$ cat src/hw/slcr_pkg.sv
// Package for the lane receive and transmit configuration register bank.
package slcr_pkg;

  localparam int ADDR_W = 4;
  localparam logic [3:0] OFF_RX0 = 4'h0;
  localparam logic [3:0] OFF_TX0 = 4'h4;
  localparam logic [3:0] OFF_RX1 = 4'h8;
  localparam logic [3:0] OFF_TX1 = 4'hC;
  localparam logic [3:0] OFF_STATUS = 4'h0;

  localparam logic [31:0] RX_RESET = 32'h0000_0000;
  localparam logic [31:0] TX_RESET = 32'h0000_0100;
  localparam logic [31:0] RX_MASK = 32'h01FF_FFFF;
  localparam logic [31:0] TX_MASK = 32'h003F_FFFF;

  localparam int STS_LOSS_LANE0 = 3;
  localparam int STS_LOSS_LANE1 = 9;

  localparam logic [1:0] RX_LOOP_ON = 2'h3;
  localparam logic [3:0] EQ_FIXED = 4'h0;
  localparam logic [3:0] EQ_ADAPT = 4'h1;
  localparam logic [2:0] CDR_THR1 = 3'h0;
  localparam logic [2:0] CDR_THR17 = 3'h1;
  localparam logic [2:0] LOSS_ON = 3'h4;
  localparam logic [1:0] ALIGN_COMMA = 2'h1;
  localparam logic [1:0] TX_LOOP_OFF_DRV = 2'h2;
  localparam logic [1:0] TX_LOOP_ON_DRV = 2'h3;

  typedef struct packed {
    logic [6:0] reserved;
    logic [1:0] loopback;
    logic offset_comp_enable;
    logic [3:0] equalizer_select;
    logic [2:0] clock_recovery_select;
    logic [2:0] signal_loss_detect_select;
    logic [1:0] align;
    logic [2:0] termination;
    logic polarity_swap;
    logic [1:0] rate;
    logic [2:0] parallel_word_width;
    logic receive_channel_enable;
  } slcr_rx_t;

  typedef struct packed {
    logic [9:0] reserved;
    logic [1:0] loopback;
    logic [1:0] receiver_presence_detect;
    logic electrical_idle_enable;
    logic sync_master_lane;
    logic [3:0] output_deemphasis;
    logic [3:0] swing;
    logic common_mode_adjust;
    logic polarity_swap;
    logic [1:0] rate;
    logic [2:0] parallel_word_width;
    logic transmit_channel_enable;
  } slcr_tx_t;

  // Decoded controls handed to the analog lane.
  typedef struct packed {
    logic rx_enable;
    logic rx_loopback;
    logic offset_comp;
    logic eq_adaptive;
    logic [2:0] eq_zero_sel;
    logic cdr_high_thr;
    logic loss_detect;
    logic comma_align;
    logic rx_invert;
    logic [1:0] rx_rate;
    logic tx_enable;
    logic tx_loopback;
    logic tx_driver_on;
    logic [3:0] deemphasis;
    logic [3:0] swing;
    logic tx_invert;
    logic [1:0] tx_rate;
  } slcr_ctl_t;

endpackage

$ cat src/hw/slcr_regs.sv
// Two-lane receive and transmit configuration register bank with status.
`timescale 1ns/1ns
// Function
// - Receive loopback off at 00, on at 11, other codes reserved.
// - One receive bit turns sampler offset compensation on or off.
// - Equalizer 0000 fixed maximum gain, 0001 adaptive, 1xxx adaptive lower zero.
// - Clock recovery 000 threshold 1, 001 threshold 17, rest reserved.
// - Loss detect enabled at 100; flag shows amplitude below threshold.
// - Alignment off at 00, comma realignment at 01.
// - Receive polarity bit swaps the receive pair.
// - Rate field scales PLL clock by 2, 1, 1/2, 1/16.
// - Transmit loopback 00 off, 10 driver off, 11 driver on.
// - De-emphasis field selects sixteen reduction steps up to 71.42 percent.
// - Transmit polarity bit swaps the transmit pair.
// - Loss flags read at status bits 3 and 9.
module slcr_regs (
  input wire logic clock, // System clock, 125 MHz.
  input wire logic reset_n, // Asynchronous reset, active low.
  input wire logic [slcr_pkg::ADDR_W-1:0] address, // Byte address.
  input wire logic [31:0] write_data, // Write data.
  input wire logic write_strobe, // One-cycle write request.
  input wire logic read_strobe, // One-cycle read request.
  input wire logic status_select, // Read the lane status register instead.
  output logic [31:0] read_data, // Read data, valid the cycle after.
  input wire logic [1:0] below_threshold, // Per-lane amplitude below threshold.
  output slcr_pkg::slcr_ctl_t lane0_ctl, // Lane 0 decoded controls.
  output slcr_pkg::slcr_ctl_t lane1_ctl // Lane 1 decoded controls.
);
  import slcr_pkg::*;

  slcr_rx_t rx_cfg [2];
  slcr_tx_t tx_cfg [2];
  slcr_rx_t next_rx [2];
  slcr_tx_t next_tx [2];
  logic [31:0] next_read_data;
  logic [1:0] loss_flag;

  function automatic logic [31:0] status_word(input logic [1:0] flags);
    logic [31:0] w;
    w = 32'h0000_0000;
    w[STS_LOSS_LANE0] = flags[0];
    w[STS_LOSS_LANE1] = flags[1];
    return w;
  endfunction

  always_comb begin
    next_rx = rx_cfg;
    next_tx = tx_cfg;
    if (write_strobe && !status_select) begin
      case (address)
        OFF_RX0: next_rx[0] = slcr_rx_t'(write_data & RX_MASK);
        OFF_TX0: next_tx[0] = slcr_tx_t'(write_data & TX_MASK);
        OFF_RX1: next_rx[1] = slcr_rx_t'(write_data & RX_MASK);
        OFF_TX1: next_tx[1] = slcr_tx_t'(write_data & TX_MASK);
        default: ;
      endcase
    end
  end

  always_comb begin
    next_read_data = 32'h0000_0000;
    if (read_strobe) begin
      if (status_select) begin
        next_read_data = (address == OFF_STATUS) ? status_word(loss_flag) : 32'h0000_0000;
      end else begin
        case (address)
          OFF_RX0: next_read_data = 32'(rx_cfg[0]);
          OFF_TX0: next_read_data = 32'(tx_cfg[0]);
          OFF_RX1: next_read_data = 32'(rx_cfg[1]);
          OFF_TX1: next_read_data = 32'(tx_cfg[1]);
          default: next_read_data = 32'h0000_0000;
        endcase
      end
    end
  end

  always_ff @(posedge clock or negedge reset_n) begin
    if (!reset_n) begin
      rx_cfg[0] <= slcr_rx_t'(RX_RESET);
      rx_cfg[1] <= slcr_rx_t'(RX_RESET);
      tx_cfg[0] <= slcr_tx_t'(TX_RESET);
      tx_cfg[1] <= slcr_tx_t'(TX_RESET);
      read_data <= 32'h0000_0000;
    end else begin
      rx_cfg <= next_rx;
      tx_cfg <= next_tx;
      read_data <= next_read_data;
    end
  end

  slcr_lane lane0 (
    .clock(clock),
    .reset_n(reset_n),
    .rx(rx_cfg[0]),
    .tx(tx_cfg[0]),
    .below_threshold(below_threshold[0]),
    .ctl(lane0_ctl),
    .signal_loss_flag(loss_flag[0])
  );

  slcr_lane lane1 (
    .clock(clock),
    .reset_n(reset_n),
    .rx(rx_cfg[1]),
    .tx(tx_cfg[1]),
    .below_threshold(below_threshold[1]),
    .ctl(lane1_ctl),
    .signal_loss_flag(loss_flag[1])
  );

  rx_reserved_a: assert property (@(posedge clock) disable iff (!reset_n)
    (32'(rx_cfg[0]) & ~RX_MASK) == 32'h0000_0000)
    else $error("receive reserved bits not zero");
  write_store_a: assert property (@(posedge clock) disable iff (!reset_n)
    (write_strobe && !status_select && address == OFF_TX1) |=>
    32'(tx_cfg[1]) == ($past(write_data) & TX_MASK))
    else $error("transmit write not stored");
  status_read_a: assert property (@(posedge clock) disable iff (!reset_n)
    (read_strobe && status_select && address == OFF_STATUS) |=>
    read_data[STS_LOSS_LANE1] == $past(loss_flag[1]) &&
    read_data[STS_LOSS_LANE0] == $past(loss_flag[0]))
    else $error("status read wrong");
  enable_path_a: assert property (@(posedge clock) disable iff (!reset_n)
    lane0_ctl.rx_enable == $past(rx_cfg[0].receive_channel_enable))
    else $error("receive enable not passed");
  read_idle_a: assert property (@(posedge clock) disable iff (!reset_n)
    !$past(read_strobe) |-> read_data == 32'h0000_0000)
    else $error("read data without read");

  cov_status_c: cover property (@(posedge clock) disable iff (!reset_n)
    read_strobe && status_select && |loss_flag);
  cov_txloop_c: cover property (@(posedge clock) disable iff (!reset_n)
    lane1_ctl.tx_loopback && !lane1_ctl.tx_driver_on);
  cov_b2b_c: cover property (@(posedge clock) disable iff (!reset_n)
    write_strobe ##1 read_strobe);
endmodule

$ cat src/hw/slcr_lane.sv
// Decoder turning one lane's register pair into analog controls.
`timescale 1ns/1ns
module slcr_lane (
  input wire logic clock, // System clock.
  input wire logic reset_n, // Asynchronous reset, active low.
  input slcr_pkg::slcr_rx_t rx, // Receive configuration.
  input slcr_pkg::slcr_tx_t tx, // Transmit configuration.
  input wire logic below_threshold, // Input amplitude below threshold.
  output slcr_pkg::slcr_ctl_t ctl, // Registered decoded controls.
  output logic signal_loss_flag // Loss-of-signal status.
);
  import slcr_pkg::*;

  slcr_ctl_t next_ctl;
  logic next_flag;

  always_comb begin
    next_ctl = '0;
    next_ctl.rx_enable = rx.receive_channel_enable;
    // Reserved codes decode to the safe off state rather than a guess.
    next_ctl.rx_loopback = (rx.loopback == RX_LOOP_ON);
    next_ctl.offset_comp = rx.offset_comp_enable;
    next_ctl.eq_adaptive = (rx.equalizer_select == EQ_ADAPT) || rx.equalizer_select[3];
    next_ctl.eq_zero_sel = rx.equalizer_select[3] ? rx.equalizer_select[2:0] : 3'h0;
    next_ctl.cdr_high_thr = (rx.clock_recovery_select == CDR_THR17);
    next_ctl.loss_detect = (rx.signal_loss_detect_select == LOSS_ON);
    // At code 00 alignment stops at once, with no final realign on the switch.
    next_ctl.comma_align = (rx.align == ALIGN_COMMA);
    next_ctl.rx_invert = rx.polarity_swap;
    next_ctl.rx_rate = rx.rate;
    next_ctl.tx_enable = tx.transmit_channel_enable;
    next_ctl.tx_loopback = (tx.loopback == TX_LOOP_OFF_DRV) ||
                           (tx.loopback == TX_LOOP_ON_DRV);
    next_ctl.tx_driver_on = (tx.loopback != TX_LOOP_OFF_DRV);
    next_ctl.deemphasis = tx.output_deemphasis;
    next_ctl.swing = tx.swing;
    next_ctl.tx_invert = tx.polarity_swap;
    next_ctl.tx_rate = tx.rate;
    next_flag = next_ctl.loss_detect & below_threshold;
  end

  always_ff @(posedge clock or negedge reset_n) begin
    if (!reset_n) begin
      ctl <= '0;
      signal_loss_flag <= 1'b0;
    end else begin
      ctl <= next_ctl;
      signal_loss_flag <= next_flag;
    end
  end

  loss_flag_a: assert property (@(posedge clock) disable iff (!reset_n)
    signal_loss_flag == $past(rx.signal_loss_detect_select == LOSS_ON && below_threshold))
    else $error("loss flag does not follow detector");
  tx_driver_a: assert property (@(posedge clock) disable iff (!reset_n)
    ($past(tx.loopback) == TX_LOOP_OFF_DRV) |-> (ctl.tx_loopback && !ctl.tx_driver_on))
    else $error("driver not off in loopback code 10");
  align_off_a: assert property (@(posedge clock) disable iff (!reset_n)
    ($past(rx.align) == 2'h0) |-> !ctl.comma_align)
    else $error("alignment active at code 00");
  rx_loop_a: assert property (@(posedge clock) disable iff (!reset_n)
    ctl.rx_loopback == ($past(rx.loopback) == RX_LOOP_ON))
    else $error("receive loopback decode wrong");
endmodule

$ cat config.mk
export PLATFORM = sky130hd
export DESIGN_NAME = slcr_regs
export DESIGN_NICKNAME = d
export VERILOG_FILES = /design/src/hw/slcr_pkg.sv /design/src/hw/slcr_regs.sv /design/src/hw/slcr_lane.sv
export SDC_FILE = /design/constraint.sdc
export NUM_CORES = 1
export LEC_CHECK = 0
export BUFFER_PORTS_ARGS = -buffer_cell sky130_fd_sc_hd__buf_2
export CORE_ASPECT_RATIO = 0.75
export CORE_MARGIN = 8
export CORE_UTILIZATION = 55
export CTS_BUF_LIST = sky130_fd_sc_hd__clkbuf_4
export DETAILED_ROUTE_END_ITERATION = 16
export PLACE_DENSITY_LB_ADDON = 0.05
export SKIP_LAST_GASP = 1
export SYNTH_ARGS = -nofsm -noshare
export SYNTH_HDL_FRONTEND = slang
export SYNTH_SLANG_ARGS = --single-unit
$ cat constraint.sdc
create_clock -name clock -period 1.2 [get_ports clock]
set_input_delay 0.18 -clock clock [delete_from_list [all_inputs] [get_ports clock]]
set_output_delay 0.18 -clock clock [all_outputs]
set_load 0.01 [all_outputs]
Yosys cells after proc, flatten, opt, wreduce, memory -nomap -nowiden
Cells that the tools add are included.

operators by class
  eq/ne operators = 19
  multiplexer cells = 6
  bitwise gates (word level) = 2
  reductions and logical operators = 11

operators by type and width
  kind                  number
  $pmux W25 S4          1
  $mux W25              2
  $eq A2 B2 Y1 const B  6
  $mux W10              1
  $eq A4 B1 Y1 const B  2
  $eq A4 B4 Y1 const B  2
  $reduce_and A2 Y1     4
  $eq A3 B1 Y1 const B  2
  $eq A3 B3 Y1 const B  2
  $mux W3               2
  $eq A2 B1 Y1 const B  2
  $eq A4 B3 Y1 const B  1
  $logic_not A4 Y1      1
  $logic_or A1 B1 Y1    4
  $ne A2 B2 Y1 const B  2
  $and A1 B1 Y1         2
  $logic_and A1 B1 Y1   1
  $logic_not A1 Y1      1

word-level totals
  register bits after elaboration = 182
  output and inout bits = 86
  logic and storage cells = 119

Logic depth before layout (Yosys ltp)
Gate-level depths: netlist of run 1.

  depth after elaboration = 4
  gate-level depth with buffers = 5

Hierarchy
A second synthesis of run 1 with hierarchy kept.

unflattened totals
  cell total of the unflattened synthesis = 434
  area, all modules = 6,665.1 um^2

modules (own cells, without submodules)
  module     instances  cells an instance  area each (um^2)  seq. area each (um^2)
  slcr_regs  1          354                5,106.1           2,980.4
  slcr_lane  2          40                 779.5             700.7

Worst setup path after synthesis of run 1
OpenSTA, ideal clock, no wires.

  kind = input port to flip-flop
  from = input address[1] in the netlist's numbering
  to = register tx_cfg[10] in the netlist's numbering
  library setup time = 0.125 ns
  data arrival time = 1.301 ns
  path slack = -0.226 ns
  cell stages on the path = 5
  path buffers = 2
  cell sequence = nor4b_4 > and3_1 > buf_2 > buf_6 > mux2_2

between the ends
  cells in the longest elaborated chain, start to end = 2

RTL lines
  element                      line             text
  start: declaration           slcr_regs.sv:19  input wire logic [slcr_pkg::ADDR_W-1:0] address,
  $eq A4 B4 Y1                 slcr_regs.sv:50  case (address)
  $reduce_and A2 Y1 (no line)  --
  end signal: assignment       slcr_regs.sv:86  tx_cfg <= next_tx;
  end: declaration             slcr_regs.sv:32  slcr_tx_t tx_cfg [2];

Every way passes these cells.
A chain may end at the register's enable or synchronous reset.

Worst setup path in the final report of run 1
  from = register read_data[0]
  to = output read_data[0]

RTL lines
  element                   line             text
  start: declaration        slcr_regs.sv:24  output logic [31:0] read_data,
  start signal: assignment  slcr_regs.sv:87  read_data <= next_read_data;

No word-level cell between the ends.

==> impl_metrics.tcl, run 1 <==
set metrics [dict create \
    status "finished, violations left" \
    violations "setup timing" \
    yosysWarnings 0 \
    critical_path.cell_chain "buf_6" \
    drc_errors 0 \
    path_class "register to primary output" \
    setup_ws_ns -0.110 \
    grt_pass1_vias 4403 \
    rsz0062_at_grt "yes" \
    yosys-top-cells-count "dfrtp_1, mux2_2, mux2i_1" \
    critPathSlowestCell "dfrtp_1" \
    postRouteAntennaNets 0 \
    async_flop_share_pct 100 \
    clk_pin_slew_ns 0.14 \
    grt_max_degree 37 \
    slew_viol_final 0 \
    core-area_um2 11700 \
    finalHoldViolCount 0 \
    synthTopCellsByArea "dfrtp_1, mux2_2, mux2i_1" \
    overflow 0 \
    power_frac_comb_pct 17.3 \
    fin_cells 784 \
    post-cts-setup-buffers 0 \
    gp_congestion 0.818 \
    fin_util_pct 72.6 \
    n_fill_cell 789 \
    peakVddDrop_mv 1.08 \
    cp_max_fo 1 \
    final_layout_size_suffix_gt1_share_pct 45.5 \
    vias 4121 \
    p_sw_share_pct 28.6 \
    first_iter_violations 143 \
    fp.dieW_um 143 \
    crit_arrival_ns 1.13 \
    htree_levels 4 \
    min-delay-start "address[1]" \
    hp-class "input pin to register" \
    vias_per_cell 5.26 \
    seqCellArea_um2 4380 \
    power.leakage_nw 4.29 \
    synth_ff_type "dfrtp_1" \
    ys_types 31 \
    finalSetupViolations 79 \
    finClkSkew_ns 0.0163 \
    hold_end "read_data[9]$_DFF_PN0_" \
    multi_input_area_um2 2190 \
    track_usage_pct 19.1 \
    die_h_um 111 \
    cts_made_buffers 17 \
    power.density_nw_per_um2 1530 \
    dr.pass1.iters 5 \
    synthToLayoutAreaGrowth_pct 27.6 \
    worstRegToRegCells 3 \
    end_kind "primary output" \
    yosysTopAreaCell "dfrtp_1" \
    cp_num_buf_inv 1 \
    clock_latency_ns 0.57 \
    dpl.cell_count 722 \
    yosysMostFrequentCell "dfrtp_1" \
    ys_seq_elements 175 \
    drv_cap 0 \
    netlist_instances 434 \
    ff2ff_setup_slack_ns 0.09 \
    cts_tree "yes" \
    fin_nets 652 \
    hpwl_um 10100 \
    synthesis.area_um2 6660 \
    ios 129 \
    timing.rr.end "read_data[9]$_DFF_PN0_" \
    critical-path-top-delay-family "flip-flops" \
    fin_crit_sh_pct 109 \
    synth_edf_count 0 \
    initial_core_util_pct 56.9 \
    drt_wl_total_um 14700 \
    r2r_start "rx_cfg[41]$_DFFE_PN0P_" \
    pwr-share-seq_pct 57.3 \
    synth_top_area_share_pct 65.0 \
    cts_buffer_depth 2 \
    antenna_found_initial 0 \
    switchingPower_mw 3.72 \
    fin_crit_ns 1.31 \
    io_buffers 114 \
    diodes 0 \
    cts_num_sinks 175 \
    p_int_mw 9.25 \
    setup.worst_path.start_class "register" \
    ys_seq_area_share_pct 65.8 \
    grt_pass1_wl_um 23300 \
    worstPathRequired_ns 1.02 \
    wl_per_cell_um 18.7 \
    max_stage_delay_ns 0.44 \
    hold_path_depth 3 \
    whs_ns 0.0593 \
    p_clk_share_pct 25.4 \
    power_mw 13.0 \
    cts-root-buf "clkbuf_4" \
    max_freq_mhz 763 \
    postSynthAreaPerCell_um2 15.3 \
    row_count 34 \
    dieArea_um2 15900 \
]
cells by family (layout without fill, tap and decap cells):
family	after synthesis	count (layout)	share of synthesized area [%]
AO/OA/AOI/OAI	27	27	2.59
buffers and inverters	30	212	2.74
multiplexers	139	139	22.7
AND/OR/NAND/NOR	62	62	6.11
other	1	7	0.0563
flip-flops	175	175	65.8
area by class of cell:
cell class                 count  share of cell area [%]
clock buffer                  17                    1.50
clock inverter                15                    1.78
multi-input combinational    235                    25.8
sequential                   175                    51.6
tap                          162                    2.39
timing repair buffer         180                    17.0
stage by stage:
| step | worst slack (ns) | TNS, ns | cell area (um^2) |
|---|---|---|---|
| floorplan | -0.209 | -8.87 | 6790 |
| global placement | -0.271 | -26.83 | 7810 |
| detailed placement | -0.337 | -30.50 | 7810 |
| CTS | -0.156 | -8.11 | 8420 |
| global route | -0.202 | -12.03 | 8500 |
| finish | -0.110 | -5.13 | 8500 |
state kept, by name (all words and copies together) (netlist names):
signal	count
lane0.ctl	27
lane0.signal_loss_flag	1
lane1.ctl	27
lane1.signal_loss_flag	1
read_data	25
rx_cfg	50
tx_cfg	44
timing repair:
item	4_1_cts	5_1_grt
gates cloned	0	0
pin swaps	0	0
hold buffers	30	0
gates resized for setup	5	12
endpoints found under the hold margin	275	0
endpoints found under the setup margin	79	79
placed cells by master, fill, tap and decap left out, drive strengths merged:
cell type      n
dfrtp        173
buf          150
mux2          94
mux2i         45
and2          31
dlygate4sd3   30
o22ai         20
clkbuf        17
nor2           7
conb           7
inv            7
nor3b          5
clkinvlp       5
nor2b          3
nand2b         2
or4            2
nand4          2
a21oi          2
a41oi          2
a31oi          2
dfstp          2
nor4b          2
nand3b         2
clkinv         2
nand3          1
or3b           1
or3            1
or2            1
a21o           1
and3           1
nand2          1
bufinv         1
how the worst max path moves through the flow:
stage                                start                       to  slack [ns]  depth (start not counted)
global placement             status_select   tx_cfg[35]$_DFFE_PN0P_       -0.27                          6
floorplan                    status_select   tx_cfg[10]$_DFFE_PN0P_       -0.21                          5
CTS                 read_data[0]$_DFF_PN0_             read_data[0]       -0.16                          1
finish              read_data[0]$_DFF_PN0_             read_data[0]       -0.11                          1
global route        read_data[0]$_DFF_PN0_             read_data[0]       -0.20                          1
detailed placement              address[0]  read_data[20]$_DFF_PN0_       -0.34                          6
power groups by stage:
stage               clock, mW  combinational, mW  sequential, mW
floorplan                   0               1.07            7.55
finish                   3.30               2.24            7.43
global route             3.64               2.43            7.55
detailed placement          0               2.11            7.52
CTS                      3.38               2.21            7.41
global placement            0               2.04            7.48
layer usage:
| metal | routed length [um] | up-vias | track usage, % |
|---|---|---|---|
| met5 | 0 | - | 0 |
| met4 | 136 | 0 | 5.16 |
| met3 | 909 | 13 | 6.54 |
| met2 | 6820 | 109 | 28.7 |
| met1 | 6800 | 2115 | 25.7 |
| li1 | - | 1884 | - |
(Power assumes the default switching activity.)
==> inputs of run 2 (changes only) <==
- REMOVE_ABC_BUFFERS: not set -> 1
==> run 2 against run 1 <==
The run still ends with setup timing left. First-iteration DRC count up 27%. Combinational power fell by 6%. Non-clock buffer count down 5. Critical path type unchanged. Critical endpoint is now read_data[2].
==> impl_metrics.tcl, run 2 (synthesized netlist as in run 1, its figures left out) <==
set metrics [dict create \
    crit_arrival_ns 1.09 \
    critPathSlowestCell "dfrtp_1" \
    cts_buffer_depth 2 \
    vias 4103 \
    initial_core_util_pct 56.9 \
    max_stage_delay_ns 0.44 \
    track_usage_pct 19.0 \
    ios 129 \
    cts_num_sinks 175 \
    power.density_nw_per_um2 1540 \
    cts-root-buf "clkbuf_4" \
    cp_num_buf_inv 1 \
    dieArea_um2 15900 \
    drc_errors 0 \
    end_kind "primary output" \
    dpl-instance-area_um2 7640 \
    setup.worst_path.start_class "register" \
    hpwl_um 9850 \
    clock_latency_ns 0.53 \
    cts_made_buffers 17 \
    whs_ns 0.0713 \
    finalSetupViolations 79 \
    io_buffers 114 \
    layout_common_cells "dfrtp_1, buf_2, mux2_2, mux2i_1, and2_1" \
    max_freq_mhz 785 \
    reg_top3 "rx_cfg (50), tx_cfg (44)" \
    antenna_found_initial 0 \
    dpl.cell_count 718 \
    fin_util_pct 70.9 \
    grt_pass1_vias 4399 \
    diodes 0 \
    final_layout_size_suffix_gt1_share_pct 45.2 \
    grt_pass1_wl_um 23700 \
    core-area_um2 11700 \
    htree_levels 4 \
    critical-path-top-delay-family "flip-flops" \
    cts_tree "yes" \
    finalHoldViolCount 0 \
    drv_cap 0 \
    gp_congestion 0.787 \
    finClkSkew_ns 0.0187 \
    wl_per_cell_um 18.7 \
    finalSetupTns_ns -2.70 \
    rsz0062_at_grt "yes" \
    peakVddDrop_mv 1.04 \
    setup_ws_ns -0.0744 \
    cp_max_fo 1 \
    critical_path.cell_chain "buf_6" \
    slew_headroom_pct 62.4 \
    hp-class "input pin to asynchronous set/reset pin" \
    fin_nets 647 \
    vias_per_cell 5.27 \
    grt_max_degree 43 \
    fp.dieW_um 143 \
    worstPathRequired_ns 1.02 \
    row_count 34 \
    fin_crit_sh_pct 106 \
    fin_cells 779 \
    largest_register "rx_cfg" \
    path_class "register to primary output" \
    violations "setup timing" \
    die_h_um 111 \
    final_common_cell "dfrtp_1" \
    power.leakage_nw 4.21 \
    postRouteAntennaNets 0 \
    fin_area_um2 8290 \
    largest_reg_flops 50 \
    first_iter_violations 182 \
    tightest_slew_ns 0.556 \
    clk_pin_slew_ns 0.16 \
    fin_crit_ns 1.27 \
    overflow 0 \
    drt_wl_total_um 14600 \
    dr.pass1.iters 4 \
    slew_viol_final 0 \
    status "finished, violations left" \
    synthToLayoutAreaGrowth_pct 24.6 \
]
[run 2: cell types whose count changed in the layout (fill, tap and decap cells not counted), sizes merged]
cell | before | now
buf | 150 | 146
clkinvlp | 5 | 2
inv | 7 | 9
clkinv | 2 | 3
dlygate4sd3 | 30 | 29
[run 2: what timing repair did]
action                                  in CTS  in global routing
cloned                                       0                  0
setup buffers                                0                  0
hold buffers                                29                  0
endpoints found under the hold margin      273                  0
gates resized for setup                      3                 11
endpoints found under the setup margin      79                 79
[run 2: metrics by stage]
stage | setup slack, ns | total power, mW
floorplan | -0.510 | 8.47
global placement | -0.465 | 9.40
detailed placement | -0.525 | 9.52
CTS | -0.123 | 12.8
global route | -0.137 | 13.4
finish | -0.0744 | 12.7
[run 2: worst paths after layout]
check | from | to | slack, ns | cells past startpoint
min | reset_n | lane0.ctl[14]$_DFF_PN0_ | 0.07 | 2
min in group clock | address[3] | read_data[24]$_DFF_PN0_ | 0.09 | 4
max | read_data[2]$_DFF_PN0_ | read_data[2] | -0.07 | 1
max in group asynchronous | reset_n | tx_cfg[8]$_DFFE_PN1P_ | 0.55 | 3
min reg2reg | tx_cfg[15]$_DFFE_PN0P_ | lane1.ctl[10]$_DFF_PN0_ | 0.41 | 0
max reg2reg | rx_cfg[35]$_DFFE_PN0P_ | read_data[3]$_DFF_PN0_ | 0.09 | 3
[run 2: final cells by class]
| cell class | instances | area (um^2) |
|---|---|---|
| clock buffer | 17 | 128 |
| sequential | 175 | 4380 |
| fill | 807 | 3400 |
| multi-input combinational | 235 | 2110 |
| timing repair buffer | 175 | 1320 |
| tap | 162 | 203 |
| clock inverter | 15 | 148 |
[run 2: report_power, final]
group | internal, mW | total (mW) | switching (mW)
logic | 1.18 | 2.10 | 0.922
registers | 6.86 | 7.42 | 0.565
clock network | 1.10 | 3.23 | 2.13
total | 9.14 | 12.7 | 3.61
[run 2: per-layer routing]
| metal | part of all wire (%) | vias to the layer above | track usage (%) |
|---|---|---|---|
| met4 | 0.74 | 0 | 4.24 |
| met5 | 0 | - | 0 |
| li1 | - | 1856 | - |
| met2 | 48 | 115 | 30.4 |
| met1 | 45 | 2120 | 25.3 |
| met3 | 5.6 | 12 | 5.03 |
